### config.mk
export PLATFORM = sky130hd
export DESIGN_NAME = aosb_top
export DESIGN_NICKNAME = d
export VERILOG_FILES = /design/src/hdl/aosb_pkg.sv /design/src/hdl/aosb_ring.sv /design/src/hdl/aosb_top.sv
export SDC_FILE = /design/constraint.sdc
export NUM_CORES = 1
export LEC_CHECK = 0
export ABC_AREA = 1
export ABC_CLOCK_PERIOD_IN_PS = 4400
export BUFFER_PORTS_ARGS = -buffer_cell sky130_fd_sc_hd__buf_2
export CAP_MARGIN = 20
export CORE_ASPECT_RATIO = 1.4
export CORE_MARGIN = 4
export CORE_UTILIZATION = 67
export DETAILED_ROUTE_END_ITERATION = 10
export HOLD_SLACK_MARGIN = 0.12
export PLACE_DENSITY_LB_ADDON = 0.2
export SYNTH_ARGS = -nofsm -noshare
export SYNTH_HDL_FRONTEND = slang
export SYNTH_HIERARCHICAL = 1
export SYNTH_SLANG_ARGS = --single-unit
### constraint.sdc
create_clock -name CLK -period 4.4 [get_ports CLK]
set_input_delay 0.22 -clock CLK [delete_from_list [all_inputs] [get_ports CLK]]
set_output_delay 0.22 -clock CLK [all_outputs]
set_load 0.05 [all_outputs]
### src/hdl/aosb_pkg.sv
// Constants, offsets and types shared by the oversampling buffer block
package aosb_pkg;
    // Sample, result, accumulator and bus widths
    localparam int ADC_W = 14;
    localparam int OS1_W = 15;
    localparam int OS2_W = 16;
    localparam int MA_SUM_W = 17;
    localparam int OS_ACC_W = 19;
    localparam int CH_ACC_W = 17;
    localparam int ADDR_W = 8;
    localparam int DATA_W = 32;
    // Moving average buffer
    localparam int MA_LEN = 8;
    localparam int MA_AW = 3;
    localparam int MA_SHIFT = 3;
    // Register byte addresses
    localparam logic [7:0] CTRL_OFS = 8'h00;
    localparam logic [7:0] STAT_OFS = 8'h04;
    localparam logic [7:0] RES14_OFS = 8'h08;
    localparam logic [7:0] RES15_OFS = 8'h0c;
    localparam logic [7:0] RES16_OFS = 8'h10;
    // Control fields and reset values
    localparam int CTRL_LEN_LSB = 0;
    localparam int CTRL_OS_BIT = 2;
    localparam logic [1:0] LEN2 = 2'h0;
    localparam logic [1:0] LEN4 = 2'h1;
    localparam logic [1:0] LEN8 = 2'h2;
    localparam logic [1:0] LEN16 = 2'h3;
    localparam logic [1:0] CTRL_LEN_RST = LEN4;
    localparam logic CTRL_OS_RST = 1'b1;
    // Status fields
    localparam int STAT_RUN_BIT = 0;
    localparam int STAT_F14_BIT = 1;
    localparam int STAT_F15_BIT = 2;
    localparam int STAT_F16_BIT = 3;
    // Start-up delay
    localparam int STARTUP_MS = 50;
    localparam int CLK_KHZ = 250000;
    localparam int STARTUP_CYCLES = STARTUP_MS * CLK_KHZ;
    // Start-up sequencing
    typedef enum logic {ST_WAIT, ST_RUN} aosb_state_t;
endpackage

### src/hdl/aosb_ring.sv
// Ring memory of the moving average buffer with registered oldest word
`timescale 1ns/1ps
module aosb_ring #(
    parameter int W = 14,
    parameter int DEPTH = 8,
    parameter int AW = 3
) (
    input wire logic clk,
    input wire logic nrst,
    input wire logic wr_en,
    input wire logic [W-1:0] wr_data,
    output logic [W-1:0] oldest
);
    logic [W-1:0] mem_reg [DEPTH];
    logic [AW-1:0] wptr_reg;
    logic [AW-1:0] wptr_inc;
    logic [W-1:0] oldest_reg;

    assign wptr_inc = wptr_reg + {{(AW-1){1'b0}}, 1'b1};
    assign oldest = oldest_reg;

    // One storage word per entry, cleared at reset
    for (genvar i = 0; i < DEPTH; i++)
    begin : g_word
        always_ff @(posedge clk)
        begin
            if (!nrst)
                mem_reg[i] <= '0;
            else if (wr_en && wptr_reg == AW'(i))
                mem_reg[i] <= wr_data;
        end
    end

    // Pointer and registered read of the word to be replaced next
    always_ff @(posedge clk)
    begin
        if (!nrst)
        begin
            wptr_reg <= '0;
            oldest_reg <= '0;
        end
        else
        begin
            if (wr_en)
                wptr_reg <= wptr_inc;
            oldest_reg <= wr_en ? mem_reg[wptr_inc] : mem_reg[wptr_reg]; // Ready for back to back writes
        end
    end
endmodule

### src/hdl/aosb_top.sv
// Averaging and oversampling sample buffers with start-up gate and register port
// Functional notes
// [RULE1] Moving average buffer sums the last eight samples and divides by eight.
// [RULE2] Moving average result stays at 14 bits, no extra resolution.
// [RULE3] Oversampling mode can only be set with a length of 4 or 8.
// [RULE4] Four-word oversampling with decimation yields a 15-bit result.
// [RULE5] Four-word oversampling gives at most one result per four samples.
// [RULE6] Chained buffer takes each 15-bit result of the first as input.
// [RULE7] Chained buffer oversamples four results into a 16-bit result, 16x overall.
// [RULE8] Sampling starts only after a 50 ms start-up delay.
// [RULE9] 14, 15 and 16-bit results are each readable; host picks one.
// [RULE10] Decimation shifts the sum right by the number of gained bits.
// [RULE11] Four 14-bit values add into 16 bits, halved to 15 bits.
// [RULE12] The converter supplies samples at no more than 1 Msps.
// [RULE13] Oversampling result updates once per full group and holds until next.
// [RULE14] Moving average result refreshes on every new sample.
`timescale 1ns/1ps
module aosb_top #(
    parameter int STARTUP_CYC = aosb_pkg::STARTUP_CYCLES
) (
    input wire logic CLK,
    input wire logic NRST,
    input wire logic [aosb_pkg::ADC_W-1:0] ADC_DATA,
    input wire logic ADC_VALID,
    input wire logic [aosb_pkg::ADDR_W-1:0] ADDR,
    input wire logic [aosb_pkg::DATA_W-1:0] WDATA,
    input wire logic WR,
    input wire logic RD,
    output logic [aosb_pkg::DATA_W-1:0] RDATA,
    output logic SAMPLE_EN
);
    import aosb_pkg::*;

    aosb_state_t state_reg;
    logic [31:0] dly_reg;
    logic [MA_SUM_W-1:0] ma_sum_reg;
    logic [ADC_W-1:0] res14_reg;
    logic [ADC_W-1:0] ma_oldest;
    logic [1:0] len_reg;
    logic os_reg;
    logic [OS_ACC_W-1:0] acc0_reg;
    logic [4:0] cnt0_reg;
    logic [OS1_W-1:0] res15_reg;
    logic b0_valid_reg;
    logic [CH_ACC_W-1:0] acc1_reg;
    logic [1:0] cnt1_reg;
    logic [OS2_W-1:0] res16_reg;
    logic f14_reg;
    logic f15_reg;
    logic f16_reg;
    logic [DATA_W-1:0] rdata_reg;
    logic sample_en_reg;

    ////////////////////////////////////////////////////////////////////////////////
    // Start-up delay: conversions are refused until it has run out
    logic dly_done;
    logic sample_ok;
    assign dly_done = (dly_reg == 32'(STARTUP_CYC - 1));
    assign sample_ok = sample_en_reg && ADC_VALID; // RULE8

    always_ff @(posedge CLK)
    begin
        if (!NRST)
        begin
            state_reg <= ST_WAIT;
            dly_reg <= '0;
            sample_en_reg <= 1'b0;
        end
        else
        begin
            case (state_reg)
                ST_WAIT:
                begin
                    dly_reg <= dly_reg + 32'h1;
                    if (dly_done)
                    begin
                        state_reg <= ST_RUN;
                        sample_en_reg <= 1'b1; // RULE8
                    end
                end
                default:
                    sample_en_reg <= 1'b1;
            endcase
        end
    end

    ////////////////////////////////////////////////////////////////////////////////
    // Moving average buffer over the last eight samples
    logic [MA_SUM_W-1:0] ma_sum_next;
    assign ma_sum_next = ma_sum_reg + {3'h0, ADC_DATA} - {3'h0, ma_oldest}; // RULE1

    aosb_ring #(
        .W(ADC_W),
        .DEPTH(MA_LEN),
        .AW(MA_AW)
    ) u_ring (
        .clk(CLK),
        .nrst(NRST),
        .wr_en(sample_ok),
        .wr_data(ADC_DATA),
        .oldest(ma_oldest)
    );

    // Running sum and divided result, refreshed on every sample
    always_ff @(posedge CLK)
    begin
        if (!NRST)
        begin
            ma_sum_reg <= '0;
            res14_reg <= '0;
        end
        else if (sample_ok)
        begin
            ma_sum_reg <= ma_sum_next; // RULE14
            res14_reg <= ma_sum_next[MA_SUM_W-1:MA_SHIFT]; // RULE1 RULE2
        end
    end

    ////////////////////////////////////////////////////////////////////////////////
    // First buffer: group average or oversampling with decimation
    logic [2:0] lg0;
    logic [2:0] sh0;
    logic [4:0] last0;
    logic done0;
    logic [OS_ACC_W-1:0] acc0_sum;
    logic [OS_ACC_W-1:0] acc0_scaled;
    logic ctrl_wr;
    logic [1:0] len_wr;
    logic os_allowed;
    assign lg0 = {1'b0, len_reg} + 3'h1;
    assign sh0 = lg0 - {2'h0, os_reg}; // RULE10
    assign last0 = 5'((6'h01 << lg0) - 6'h01);
    assign done0 = sample_ok && (cnt0_reg == last0);
    assign acc0_sum = acc0_reg + {5'h00, ADC_DATA}; // RULE11
    assign acc0_scaled = acc0_sum >> sh0; // RULE10
    assign ctrl_wr = WR && (ADDR == CTRL_OFS);
    assign len_wr = WDATA[CTRL_LEN_LSB +: 2];
    assign os_allowed = (len_wr == LEN4) || (len_wr == LEN8); // RULE3

    // Configuration; a new setting restarts the group
    always_ff @(posedge CLK)
    begin
        if (!NRST)
        begin
            len_reg <= CTRL_LEN_RST;
            os_reg <= CTRL_OS_RST;
        end
        else if (ctrl_wr)
        begin
            len_reg <= len_wr;
            os_reg <= WDATA[CTRL_OS_BIT] && os_allowed; // RULE3
        end
    end

    // Accumulate a group, store and hold one result per group
    always_ff @(posedge CLK)
    begin
        if (!NRST || ctrl_wr)
        begin
            acc0_reg <= '0;
            cnt0_reg <= '0;
            b0_valid_reg <= 1'b0;
        end
        else
        begin
            b0_valid_reg <= done0; // RULE5
            if (done0)
            begin
                acc0_reg <= '0;
                cnt0_reg <= '0;
            end
            else if (sample_ok)
            begin
                acc0_reg <= acc0_sum;
                cnt0_reg <= cnt0_reg + 5'h01;
            end
        end
    end

    always_ff @(posedge CLK)
    begin
        if (!NRST)
            res15_reg <= '0;
        else if (done0)
            res15_reg <= acc0_scaled[OS1_W-1:0]; // RULE4 RULE13
    end

    ////////////////////////////////////////////////////////////////////////////////
    // Chained buffer: four 15-bit results into one 16-bit result
    logic done1;
    logic [CH_ACC_W-1:0] acc1_sum;
    assign done1 = b0_valid_reg && (cnt1_reg == 2'h3);
    assign acc1_sum = acc1_reg + {2'h0, res15_reg}; // RULE6

    always_ff @(posedge CLK)
    begin
        if (!NRST || ctrl_wr)
        begin
            acc1_reg <= '0;
            cnt1_reg <= '0;
        end
        else if (b0_valid_reg)
        begin
            acc1_reg <= done1 ? '0 : acc1_sum; // RULE6
            cnt1_reg <= cnt1_reg + 2'h1;
        end
    end

    always_ff @(posedge CLK)
    begin
        if (!NRST)
            res16_reg <= '0;
        else if (done1)
            res16_reg <= acc1_sum[CH_ACC_W-1:1]; // RULE7
    end

    ////////////////////////////////////////////////////////////////////////////////
    // Register port: fresh flags cleared by reading the result, a new result wins
    logic rd14;
    logic rd15;
    logic rd16;
    logic [DATA_W-1:0] rdata_next;
    assign rd14 = RD && (ADDR == RES14_OFS);
    assign rd15 = RD && (ADDR == RES15_OFS);
    assign rd16 = RD && (ADDR == RES16_OFS);

    always_ff @(posedge CLK)
    begin
        if (!NRST)
        begin
            f14_reg <= 1'b0;
            f15_reg <= 1'b0;
            f16_reg <= 1'b0;
        end
        else
        begin
            f14_reg <= sample_ok || (f14_reg && !rd14);
            f15_reg <= done0 || (f15_reg && !rd15);
            f16_reg <= done1 || (f16_reg && !rd16);
        end
    end

    // Read selection; unmapped addresses read as zero
    always_comb
    begin
        rdata_next = '0;
        if (ADDR == CTRL_OFS)
            rdata_next = {29'h0, os_reg, len_reg};
        else if (ADDR == STAT_OFS)
            rdata_next = {28'h0, f16_reg, f15_reg, f14_reg, sample_en_reg};
        else if (ADDR == RES14_OFS)
            rdata_next = {18'h0, res14_reg}; // RULE9
        else if (ADDR == RES15_OFS)
            rdata_next = {17'h0, res15_reg}; // RULE9
        else if (ADDR == RES16_OFS)
            rdata_next = {16'h0, res16_reg}; // RULE9
    end

    always_ff @(posedge CLK)
    begin
        if (!NRST)
            rdata_reg <= '0;
        else
            rdata_reg <= RD ? rdata_next : '0;
    end

    assign RDATA = rdata_reg;
    assign SAMPLE_EN = sample_en_reg;
endmodule

==> results of run 1 <==
## per-layer routing
layer / vias up / part of all wire
met5: - / 0
met2: 657 / 0.51
met4: 0 / 0.066
met3: 196 / 0.067
li1: 7731 / -
met1: 7186 / 0.35
## logic make-up after synthesis
logic type | after synthesis | synth area share
adders and majority gates | 76 | 0.06195
and+or+nand+nor | 1196 | 0.3040
xor gates and xnor gates | 47 | 0.02381
DFF | 280 | 0.3891
AOI/OAI and AO/OA | 294 | 0.09582
buffers and inverters | 535 | 0.1252
other | 1 | 0.0002169
## synthesized netlist by cell type, types with 5 or more instances
cell type  count  share of area
nor2_2        15         0.0054
fa_1          16          0.019
ha_1          60          0.043
clkbuf_1      44         0.0096
o21a_1         5         0.0022
nor2_1       194          0.042
dfxtp_1      168           0.19
inv_2         21         0.0046
nand2_1      608           0.13
o21ai_1        7         0.0020
xor2_1        31          0.016
a21oi_1      139          0.040
nor2_4         7         0.0046
buf_2         29         0.0084
a21o_1         5         0.0022
buf_6          6         0.0039
a21oi_2        9         0.0046
xnor2_1       16         0.0081
o21ai_0       81          0.023
buf_4         20         0.0087
o211ai_1      15         0.0065
nand4_1       18         0.0065
nor3_1        25         0.0072
o221ai_1      10         0.0051
buf_1          8         0.0017
nand3_1      294          0.085
a31oi_1        8         0.0029
edfxtp_1     112           0.19
inv_1        406          0.088
## worst max-delay path, delay by kind of cell, from the launching register on
kind,cells,cell delay (ns)
AOI/OAI and AO/OA,2,0.18
buffers and inverters,3,0.76
DFF,1,0.46
and+or+nand+nor,5,1.29
## power groups by stage
stage / combinational, mW / sequential [mW] / clock, mW
after detailed placement: 0.419 / 2.81 / 0
after global placement: 0.409 / 2.81 / 0
final: 0.430 / 2.75 / 2.41
after floorplan: 0.322 / 2.80 / 0
after global routing: 0.483 / 2.75 / 2.53
after CTS: 0.425 / 2.75 / 2.44
## layout make-up
type / count / area, µm² / area share
clock buffer: 35 / 749.5 / 0.04040
clock inverter: 15 / 162.7 / 0.008767
inverter: 428 / 1607 / 0.08659
multi-input combinational: 1629 / 8454 / 0.4557
sequential: 280 / 6729 / 0.3627
tap: 319 / 399.1 / 0.02151
timing repair buffer: 69 / 451.7 / 0.02435
## worst max-delay path by stage
stage                                    startpoint  cells after the start                                 end
finish                       SAMPLE_EN$_SDFFE_PN0P_                     10            acc0_reg[6]$_SDFFE_PP0P_
global route                 SAMPLE_EN$_SDFFE_PN0P_                     10            acc0_reg[6]$_SDFFE_PP0P_
CTS                 u_ring/wptr_reg[0]$_SDFFE_PN0P_                      9         u_ring/oldest[9]$_SDFF_PN0_
detailed placement  u_ring/wptr_reg[0]$_SDFFE_PN0P_                      9         u_ring/oldest[9]$_SDFF_PN0_
global placement                        ADC_DATA[1]                     15         ma_sum_reg[10]$_SDFFE_PN0P_
floorplan                    SAMPLE_EN$_SDFFE_PN0P_                      8  u_ring/mem_reg[0][0]$_SDFFCE_PN0P_
## metrics by stage
step           setup WS, ns  instance area (µm²)  instances  utilization
2_1_floorplan         1.705                17350       2444            -
3_3_place_gp          1.577                17500       2713       0.6895
3_5_place_dp          1.571                17510       2714       0.6900
4_1_cts               1.546                18530       2774       0.7299
5_1_grt               1.268                18550       2775       0.7309
6_report              1.547                18550       2775       0.7309
==> metrics.txt, run 1 <==
FF-to-FF path depth=10; Syn Std Cell Area=~0.017 mm²; Hold Path Depth=6; critical path capture point type=flop; Leak Pwr=slightly below 9 nW; Top FF cell, synth=dfxtp_1; Post-synth EDFFs=112; GPL Wtd Cong=about 0.96; CTS Buf Count=27; Yosys cell types=54; DRT antenna net count=0; Reg power frac=0.492; I/O Buffers=46; CTS Buffer Depth=3; Cells after Synth=2429; Critical Path Start Type=flop; Total Routing Usage GR=0.3235; Max Slew Vio Count=0; core area=between 0.02 and 0.03 mm²; min cycle time layout=about 2.9 ns; post_cts resized=0; DR iter-0 viols=roughly 1200; status=completed; Hold Path Class=primary input to flop; CTS Sinks=between 200 and 300; max_slew headroom=0.3559; H-tree lvl count=1; Logic pwr share=0.077; final hold slack=about 0.17 ns; setup violators final=0; die extent in y=approximately 200 µm; Top Usage Layer GRT=met2; slack of the worst reg-to-reg path=around 1.5 ns; P&R area growth vs syn=7.309%; Ys Warns=6; NumNets Final=between 2000 and 3000; layout cell share with drive strength beyond 1=0.07492; Fillers=approximately 2100; DR pass1 iterations=7; pin count of the biggest net entering global routing=61; grt ovf=0; grt met2 use=0.6014; clk_lat worst skew=approximately 0.55 ns; maximum vdd drop=between 0.3 and 0.4 mV; Antenna Cells=0; hold_sp=ADDR[3]; RSZ-0062 raised after global routing=no; Die ar.=approximately 0.028 mm²; Clk pwr share=0.431; Cell Rows=69; hold path endpoint=RDATA[1]$_SDFF_PN0_; first-pass GRT wire length=between 70000 and 80000 µm; Avg Inst Size Synth=between 7 and 8 µm²; Switching Share=0.2412; GR Util met3=0.04083; post-DR vias/cell=about 5.7; Starting Density=0.6812; final wirelength=46340 µm; Wirelength per Cell=between 15 and 20 µm; Seq/Total Area, Yosys=0.3891; Power Internal=about 4.2 mW; M1 GR Usage=0.3414; FMAX=roughly 350 MHz; Slew @ Worst Pin=0.9638 ns; most frequent cells in the layout=nand2_1, inv_1, nand3_1, nor2_1, dfxtp_1; Synth Register Bits=between 200 and 300; Final Hold Viols=0; Req. time, crit path=4.79 ns; CTS tree=yes; hold buffers post-CTS=10; Final period util=0.6485; Reg clk slew, reported paths=approximately 0.060 ns; Ports=just over 90; setup bufs post-CTS=0; Setup Skew=just over 0.02 ns; worst setup path class=flop to flop; Crit Path Max Fanout=35; CP dominant cell by count=inv_2; ys async rst share=0; Chip Width=~140 µm; max reg flops=~110; HPWL after DPL=32810 µm; Net Sw Power=between 1 and 1.5 mW; Critical Path AT=roughly 3.3 ns; Root Driver=clkbuf_16; total power=5.591 mW; RR Startpoint=SAMPLE_EN$_SDFFE_PN0P_; critical path's largest stage delay=approximately 0.52 ns; CP max-delay cell=nor2_2; Residual DRC=0; vias in the first global route=around 16000; cell chain of the critical path=nand2_1 > buf_4 > nor2_1 > nand4_1 > nor2_2 > inv_2 > nand2_2 > inv_2 > o21ai_0 > a31oi_1; max-cap violations=0; Pwr Density=301.3 mW/mm²; DR vias=between 15000 and 20000; antenna violations before repair=0; Worst R2R End=acc0_reg[6]$_SDFFE_PP0P_; setup_tns=0 ns; commonest non-fill, non-tap cell in the layout=nand2_1
(Power assumes the default switching activity.)
==> run 2: changes to the inputs <==
Settings changed: ABC_CLOCK_PERIOD_IN_PS 4400 to 2600, CORE_UTILIZATION 67 to 56.
Clock period 4.4 ns to 2.6 ns, I/O delays scaled along.
==> run 2 against run 1 <==
Via count up 1.0%. Clock skew grew 0.0029 ns. Wire length rose by 6.2%. Register-to-register slack worse by 1.4 ns. First-iteration DRC count is 18% lower. Largest power group unchanged. Clock-buffer cell count shrank 4. Critical endpoint is now ma_sum_reg[14]$_SDFFE_PN0P_. Worst hold slack worse by 0.023 ns.
==> metrics.txt, run 2 (synthesized netlist as in run 1, its figures left out) <==
max_slew headroom=0.5009; Critical Path Start Type=primary input; Critical Path AT=between 2 and 3 ns; Cell Rows=between 70 and 80; Pwr Density=between 500 and 600 mW/mm²; vias in the first global route=around 15000; DR pass1 iterations=7; maximum vdd drop=0.5391 mV; setup violators final=0; Fillers=2686; max-cap violations=0; GPL Wtd Cong=between 0.9 and 1; antenna violations before repair=0; CTS Sinks=280; DR WL met3=2739 µm; Max Used Layer=met4; pin count of the biggest net entering global routing=about 60; final hold slack=0.1464 ns; Critical path origin=ADC_DATA[9]; met1 wire length=roughly 18000 µm; Setup Skew=roughly 0.023 ns; layout cell share with drive strength beyond 1=0.1045; Final period util=0.9687; Chip Width=~160 µm; I/O Buffers=between 40 and 50; commonest non-fill, non-tap cell in the layout=nand2_1; Slew @ Worst Pin=roughly 0.75 ns; Hold Path Class=primary input to flop; critical path capture point type=flop; core area=0.03022 mm²; Antenna Cells=0; clk_lat worst skew=~0.57 ns; first-pass GRT wire length=around 77000 µm; Reg clk slew, reported paths=around 0.07 ns; NumNets Final=between 2000 and 3000; CTS Buffer Depth=3; min cycle time layout=around 2.5 ns; Total Routing Usage GR=0.2829; status=completed; post-layout util=0.6390; Die ar.=0.03379 mm²; final wirelength=between 40000 and 50000 µm; P&R area growth vs syn=11.69%; Final Hold Viols=0; DRT antenna net count=0; DR vias=15930; DR iter-0 viols=about 1000; worst setup path class=primary input to flop; Wirelength per Cell=between 15 and 20 µm; grt ovf=0; RSZ-0062 raised after global routing=no; Residual DRC=0; Met2 Routed Length=about 26000 µm; CTS tree=yes; RR Startpoint=ma_sum_reg[9]$_SDFFE_PN0P_; Req. time, crit path=slightly above 3 ns; Starting Density=0.5722; post-DR vias/cell=roughly 5.5; die extent in y=approximately 220 µm; Ports=slightly above 90; Root Driver=clkbuf_16; hold_sp=ADC_DATA[0]; most frequent cells in the layout=nand2_1, inv_1, nand3_1, nor2_1, dfxtp_1; Crit Path Max Fanout=4; Max Slew Vio Count=0; FMAX=about 400 MHz; max reg flops=approximately 110; Leak Pwr=9.217 nW; H-tree lvl count=1; HPWL after DPL=roughly 35000 µm; CTS Buf Count=27
[run 2: cell count changes in the layout (fill, tap and decap cells not counted), sizes merged]
cell         previous run  this run
buf                    59       117
bufinv                  3         4
clkbuf                 35        31
clkinv                  8        11
clkinvlp                3         2
dlygate4sd3            10        23
[run 2: final timing paths]
path / to / depth (start not counted) / slack (ns)
setup / recovery: ma_sum_reg[14]$_SDFFE_PN0P_ / 14 / 0.08
hold / removal: acc0_reg[0]$_SDFFE_PP0P_ / 4 / 0.15
setup reg to reg: ma_sum_reg[14]$_SDFFE_PN0P_ / 12 / 0.12
hold reg to reg: res16_reg[0]$_SDFFE_PN0P_ / 2 / 0.45
[run 2: where the power goes]
part | switching, mW | internal [mW] | total, mW
Sequential | 0.0287 | 4.62 | 4.65
Clock | 1.77 | 2.40 | 4.17
Combinational | 0.568 | 0.284 | 0.852
Total | 2.37 | 7.30 | 9.67
[run 2: final cells by class]
type,count,area [µm²],area share
multi-input combinational,1629,8556,0.4431
sequential,280,6730,0.3485
inverter,428,1609,0.08333
timing repair buffer,140,1006,0.05210
clock buffer,31,721.9,0.03739
tap,385,481.7,0.02495
clock inverter,18,205.2,0.01063
[run 2: critical path, stage by stage]
cell,delay [ns]
dlygate4sd3_1,0.54
buf_2,0.14
inv_1,0.12
fa_1,0.55
inv_1,0.04
ha_1,0.36
a21oi_2,0.18
nor2_1,0.06
nor2_1,0.12
nand3_2,0.14
a31o_2,0.23
xor2_1,0.13
o21ai_0,0.15
inv_1,0.05
[run 2: metrics by stage]
step / power (mW) / TNS (ns) / std cells / worst slack [ns] / instance area, µm²
final: 9.671 / 0 / 2911 / 0.08146 / 19310
after CTS: 9.674 / 0 / 2910 / 0.02980 / 19200
after detailed placement: 5.525 / -0.02309 / 2838 / -0.02309 / 18040
after floorplan: 5.287 / 0 / 2444 / 0.1320 / 17350
after global routing: 9.984 / 0 / 2911 / 0.005437 / 19310
after global placement: 5.510 / 0 / 2838 / 0.01699 / 18040
[run 2: metal layers]
layer	global-route usage	up-vias
met5	0	-
met4	0.1551	0
met3	0.02926	154
met2	0.5288	541
met1	0.3062	7369
li1	-	7870
[run 2: timing repair]
item                                    in CTS  in global routing
endpoints found under the setup margin       1                 15
gates resized for setup                      1                 25
endpoints found under the hold margin       50                  0
hold buffers                                23                  0
setup buffers                                0                  1
pin swaps                                    0                  5
==> run 3: changes to the inputs <==
Settings changed: BUFFER_PORTS_ARGS -buffer_cell sky130_fd_sc_hd__buf_2 to default, CORE_UTILIZATION 56 to 59, DONT_BUFFER_PORTS from default to 1.
==> run 3 against run 2 <==
Maximum frequency up 1.2%. Cell count down 2.2%. Setup slack better by 0.030 ns. Critical path depth up 1. First-iteration DRC count up 11%. Sequential share of layout area up 0.34 points. Highest routed layer is now met5. Non-clock buffer count down 57. Clock skew down 0.0090 ns. Sequential cell count unchanged.
==> metrics.txt, run 3 (synthesized netlist as in run 1, its figures left out) <==
DP Worst Slack=approximately 0.057 ns; Seq. cell area=approximately 0.0067 mm²; setup_tns=0 ns; min cycle time layout=roughly 2.5 ns; P&R area growth vs syn=10.59%; Pwr Density=between 500 and 600 mW/mm²; antenna violations before repair=2; Starting Density=0.6028; CTS Sinks=280; Max Used Layer=met5; Final Hold Viols=0; Residual DRC=0; Reg clk slew, reported paths=approximately 0.07 ns; layout cell share with drive strength beyond 1=0.07972; DR vias=15810; met1 wire length=roughly 18000 µm; Met2 Routed Length=about 25000 µm; NumNets Final=approximately 2600; DR pass1 iterations=6; FMAX=about 400 MHz; CTS Buf Count=28; Final period util=0.9572; max reg flops=between 100 and 150; Die ar.=roughly 0.032 mm²; pin count of the biggest net entering global routing=57; clk_lat worst skew=between 0.5 and 0.6 ns; Setup Skew=around 0.014 ns; core area=0.02868 mm²; DR iter-0 viols=between 1000 and 1500; first-pass GRT wire length=79270 µm; max_slew headroom=0.4395; critical path capture point type=flop; post-layout util=0.6667; I/O Buffers=0; fin worst setup slack=~0.11 ns; setup violators final=0; H-tree lvl count=1; Chip Width=between 150 and 200 µm; Crit Path Max Fanout=4; Antenna Cells=0; Total Routing Usage GR=0.3044; Req. time, crit path=between 3 and 4 ns; Wirelength per Cell=approximately 17 µm; Critical Path Start Type=flop; CTS Buffer Depth=3; worst setup path class=flop to flop; HPWL after DPL=around 34000 µm; Finished Layout Cells=approximately 2800; status=completed; Multi-input gate area=between 0.008 and 0.009 mm²; commonest non-fill, non-tap cell in the layout=nand2_1; GPL Wtd Cong=~0.96; Ports=between 90 and 100; post-DR vias/cell=between 5 and 6; most frequent cells in the layout=nand2_1, inv_1, nand3_1, nor2_1, dfxtp_1; DR WL met3=3241 µm; Max Slew Vio Count=0; Leak Pwr=roughly 9.0 nW; final wirelength=approximately 50000 µm; Root Driver=clkbuf_16; Critical Path AT=around 3 ns; DRT antenna net count=0; RSZ-0062 raised after global routing=yes; Fillers=between 2000 and 3000; DP Area=~0.018 mm²; CTS tree=yes; maximum vdd drop=just over 0.6 mV; Slew @ Worst Pin=0.8398 ns; Hold Path Class=primary input to flop; vias in the first global route=approximately 16000; max-cap violations=0; fin area=~0.019 mm²; Cell Rows=73; die extent in y=between 200 and 250 µm; placed insts=between 2000 and 3000; grt ovf=0
-- run 3: what timing repair did --
| action | CTS | global route |
|---|---|---|
| setup buffers | 0 | 3 |
| resized for setup | 0 | 22 |
| setup endpoints to repair | 0 | 24 |
| hold endpoints to repair | 295 | 0 |
| hold buffers | 33 | 0 |
-- run 3: path summary, 6_finish.rpt --
check	from	end	slack, ns	cells past startpoint
min	ADC_DATA[2]	acc0_reg[2]$_SDFFE_PP0P_	0.15	4
max reg2reg	ma_sum_reg[3]$_SDFFE_PN0P_	ma_sum_reg[10]$_SDFFE_PN0P_	0.11	15
min reg2reg	res16_reg[15]$_SDFFE_PN0P_	RDATA[15]$_SDFF_PP0_	0.45	2
max	ma_sum_reg[3]$_SDFFE_PN0P_	ma_sum_reg[10]$_SDFFE_PN0P_	0.11	15
-- run 3: power by group --
part | switching (mW) | leakage (nW) | internal (mW)
clock network | 1.75 | 0.504 | 2.66
logic | 0.538 | 5.99 | 0.257
registers | 0.0280 | 2.51 | 4.63
total | 2.32 | 9.01 | 7.54
-- run 3: metrics by stage --
step / power, mW / hold slack [ns]
floorplan: 5.287 / 0.2604
global placement: 5.418 / 0.2384
detailed placement: 5.435 / 0.2403
CTS: 9.871 / 0.1226
global route: 10.20 / 0.1721
finish: 9.859 / 0.1537
-- run 3: final cells by class --
cell class,instances,area share
clock inverters,12,0.007525
repair buffers,83,0.03848
multi-input cells,1629,0.4475
flip-flops and latches,280,0.3520
inverters,428,0.08402
well taps,375,0.02454
clock buffers,39,0.04594
-- run 3: worst max-delay path: stages (launching register included) --
cell     delay (ns)
dfxtp_1        0.30
inv_1          0.06
fa_1           0.51
inv_1          0.05
ha_1           0.34
a21oi_1        0.15
nand2_1        0.12
a21oi_2        0.19
o21ai_2        0.09
inv_1          0.06
nor2_1         0.04
nor2_1         0.11
o21ai_0        0.09
a21o_1         0.17
nand2_1        0.05
inv_1          0.04
-- run 3: per-layer routing --
| layer | global-route usage | vias to the layer above |
|---|---|---|
| li1 | - | 7751 |
| met1 | 0.3262 | 7241 |
| met2 | 0.5615 | 602 |
| met3 | 0.04169 | 212 |
| met4 | 0.1927 | 4 |
| met5 | 0 | - |
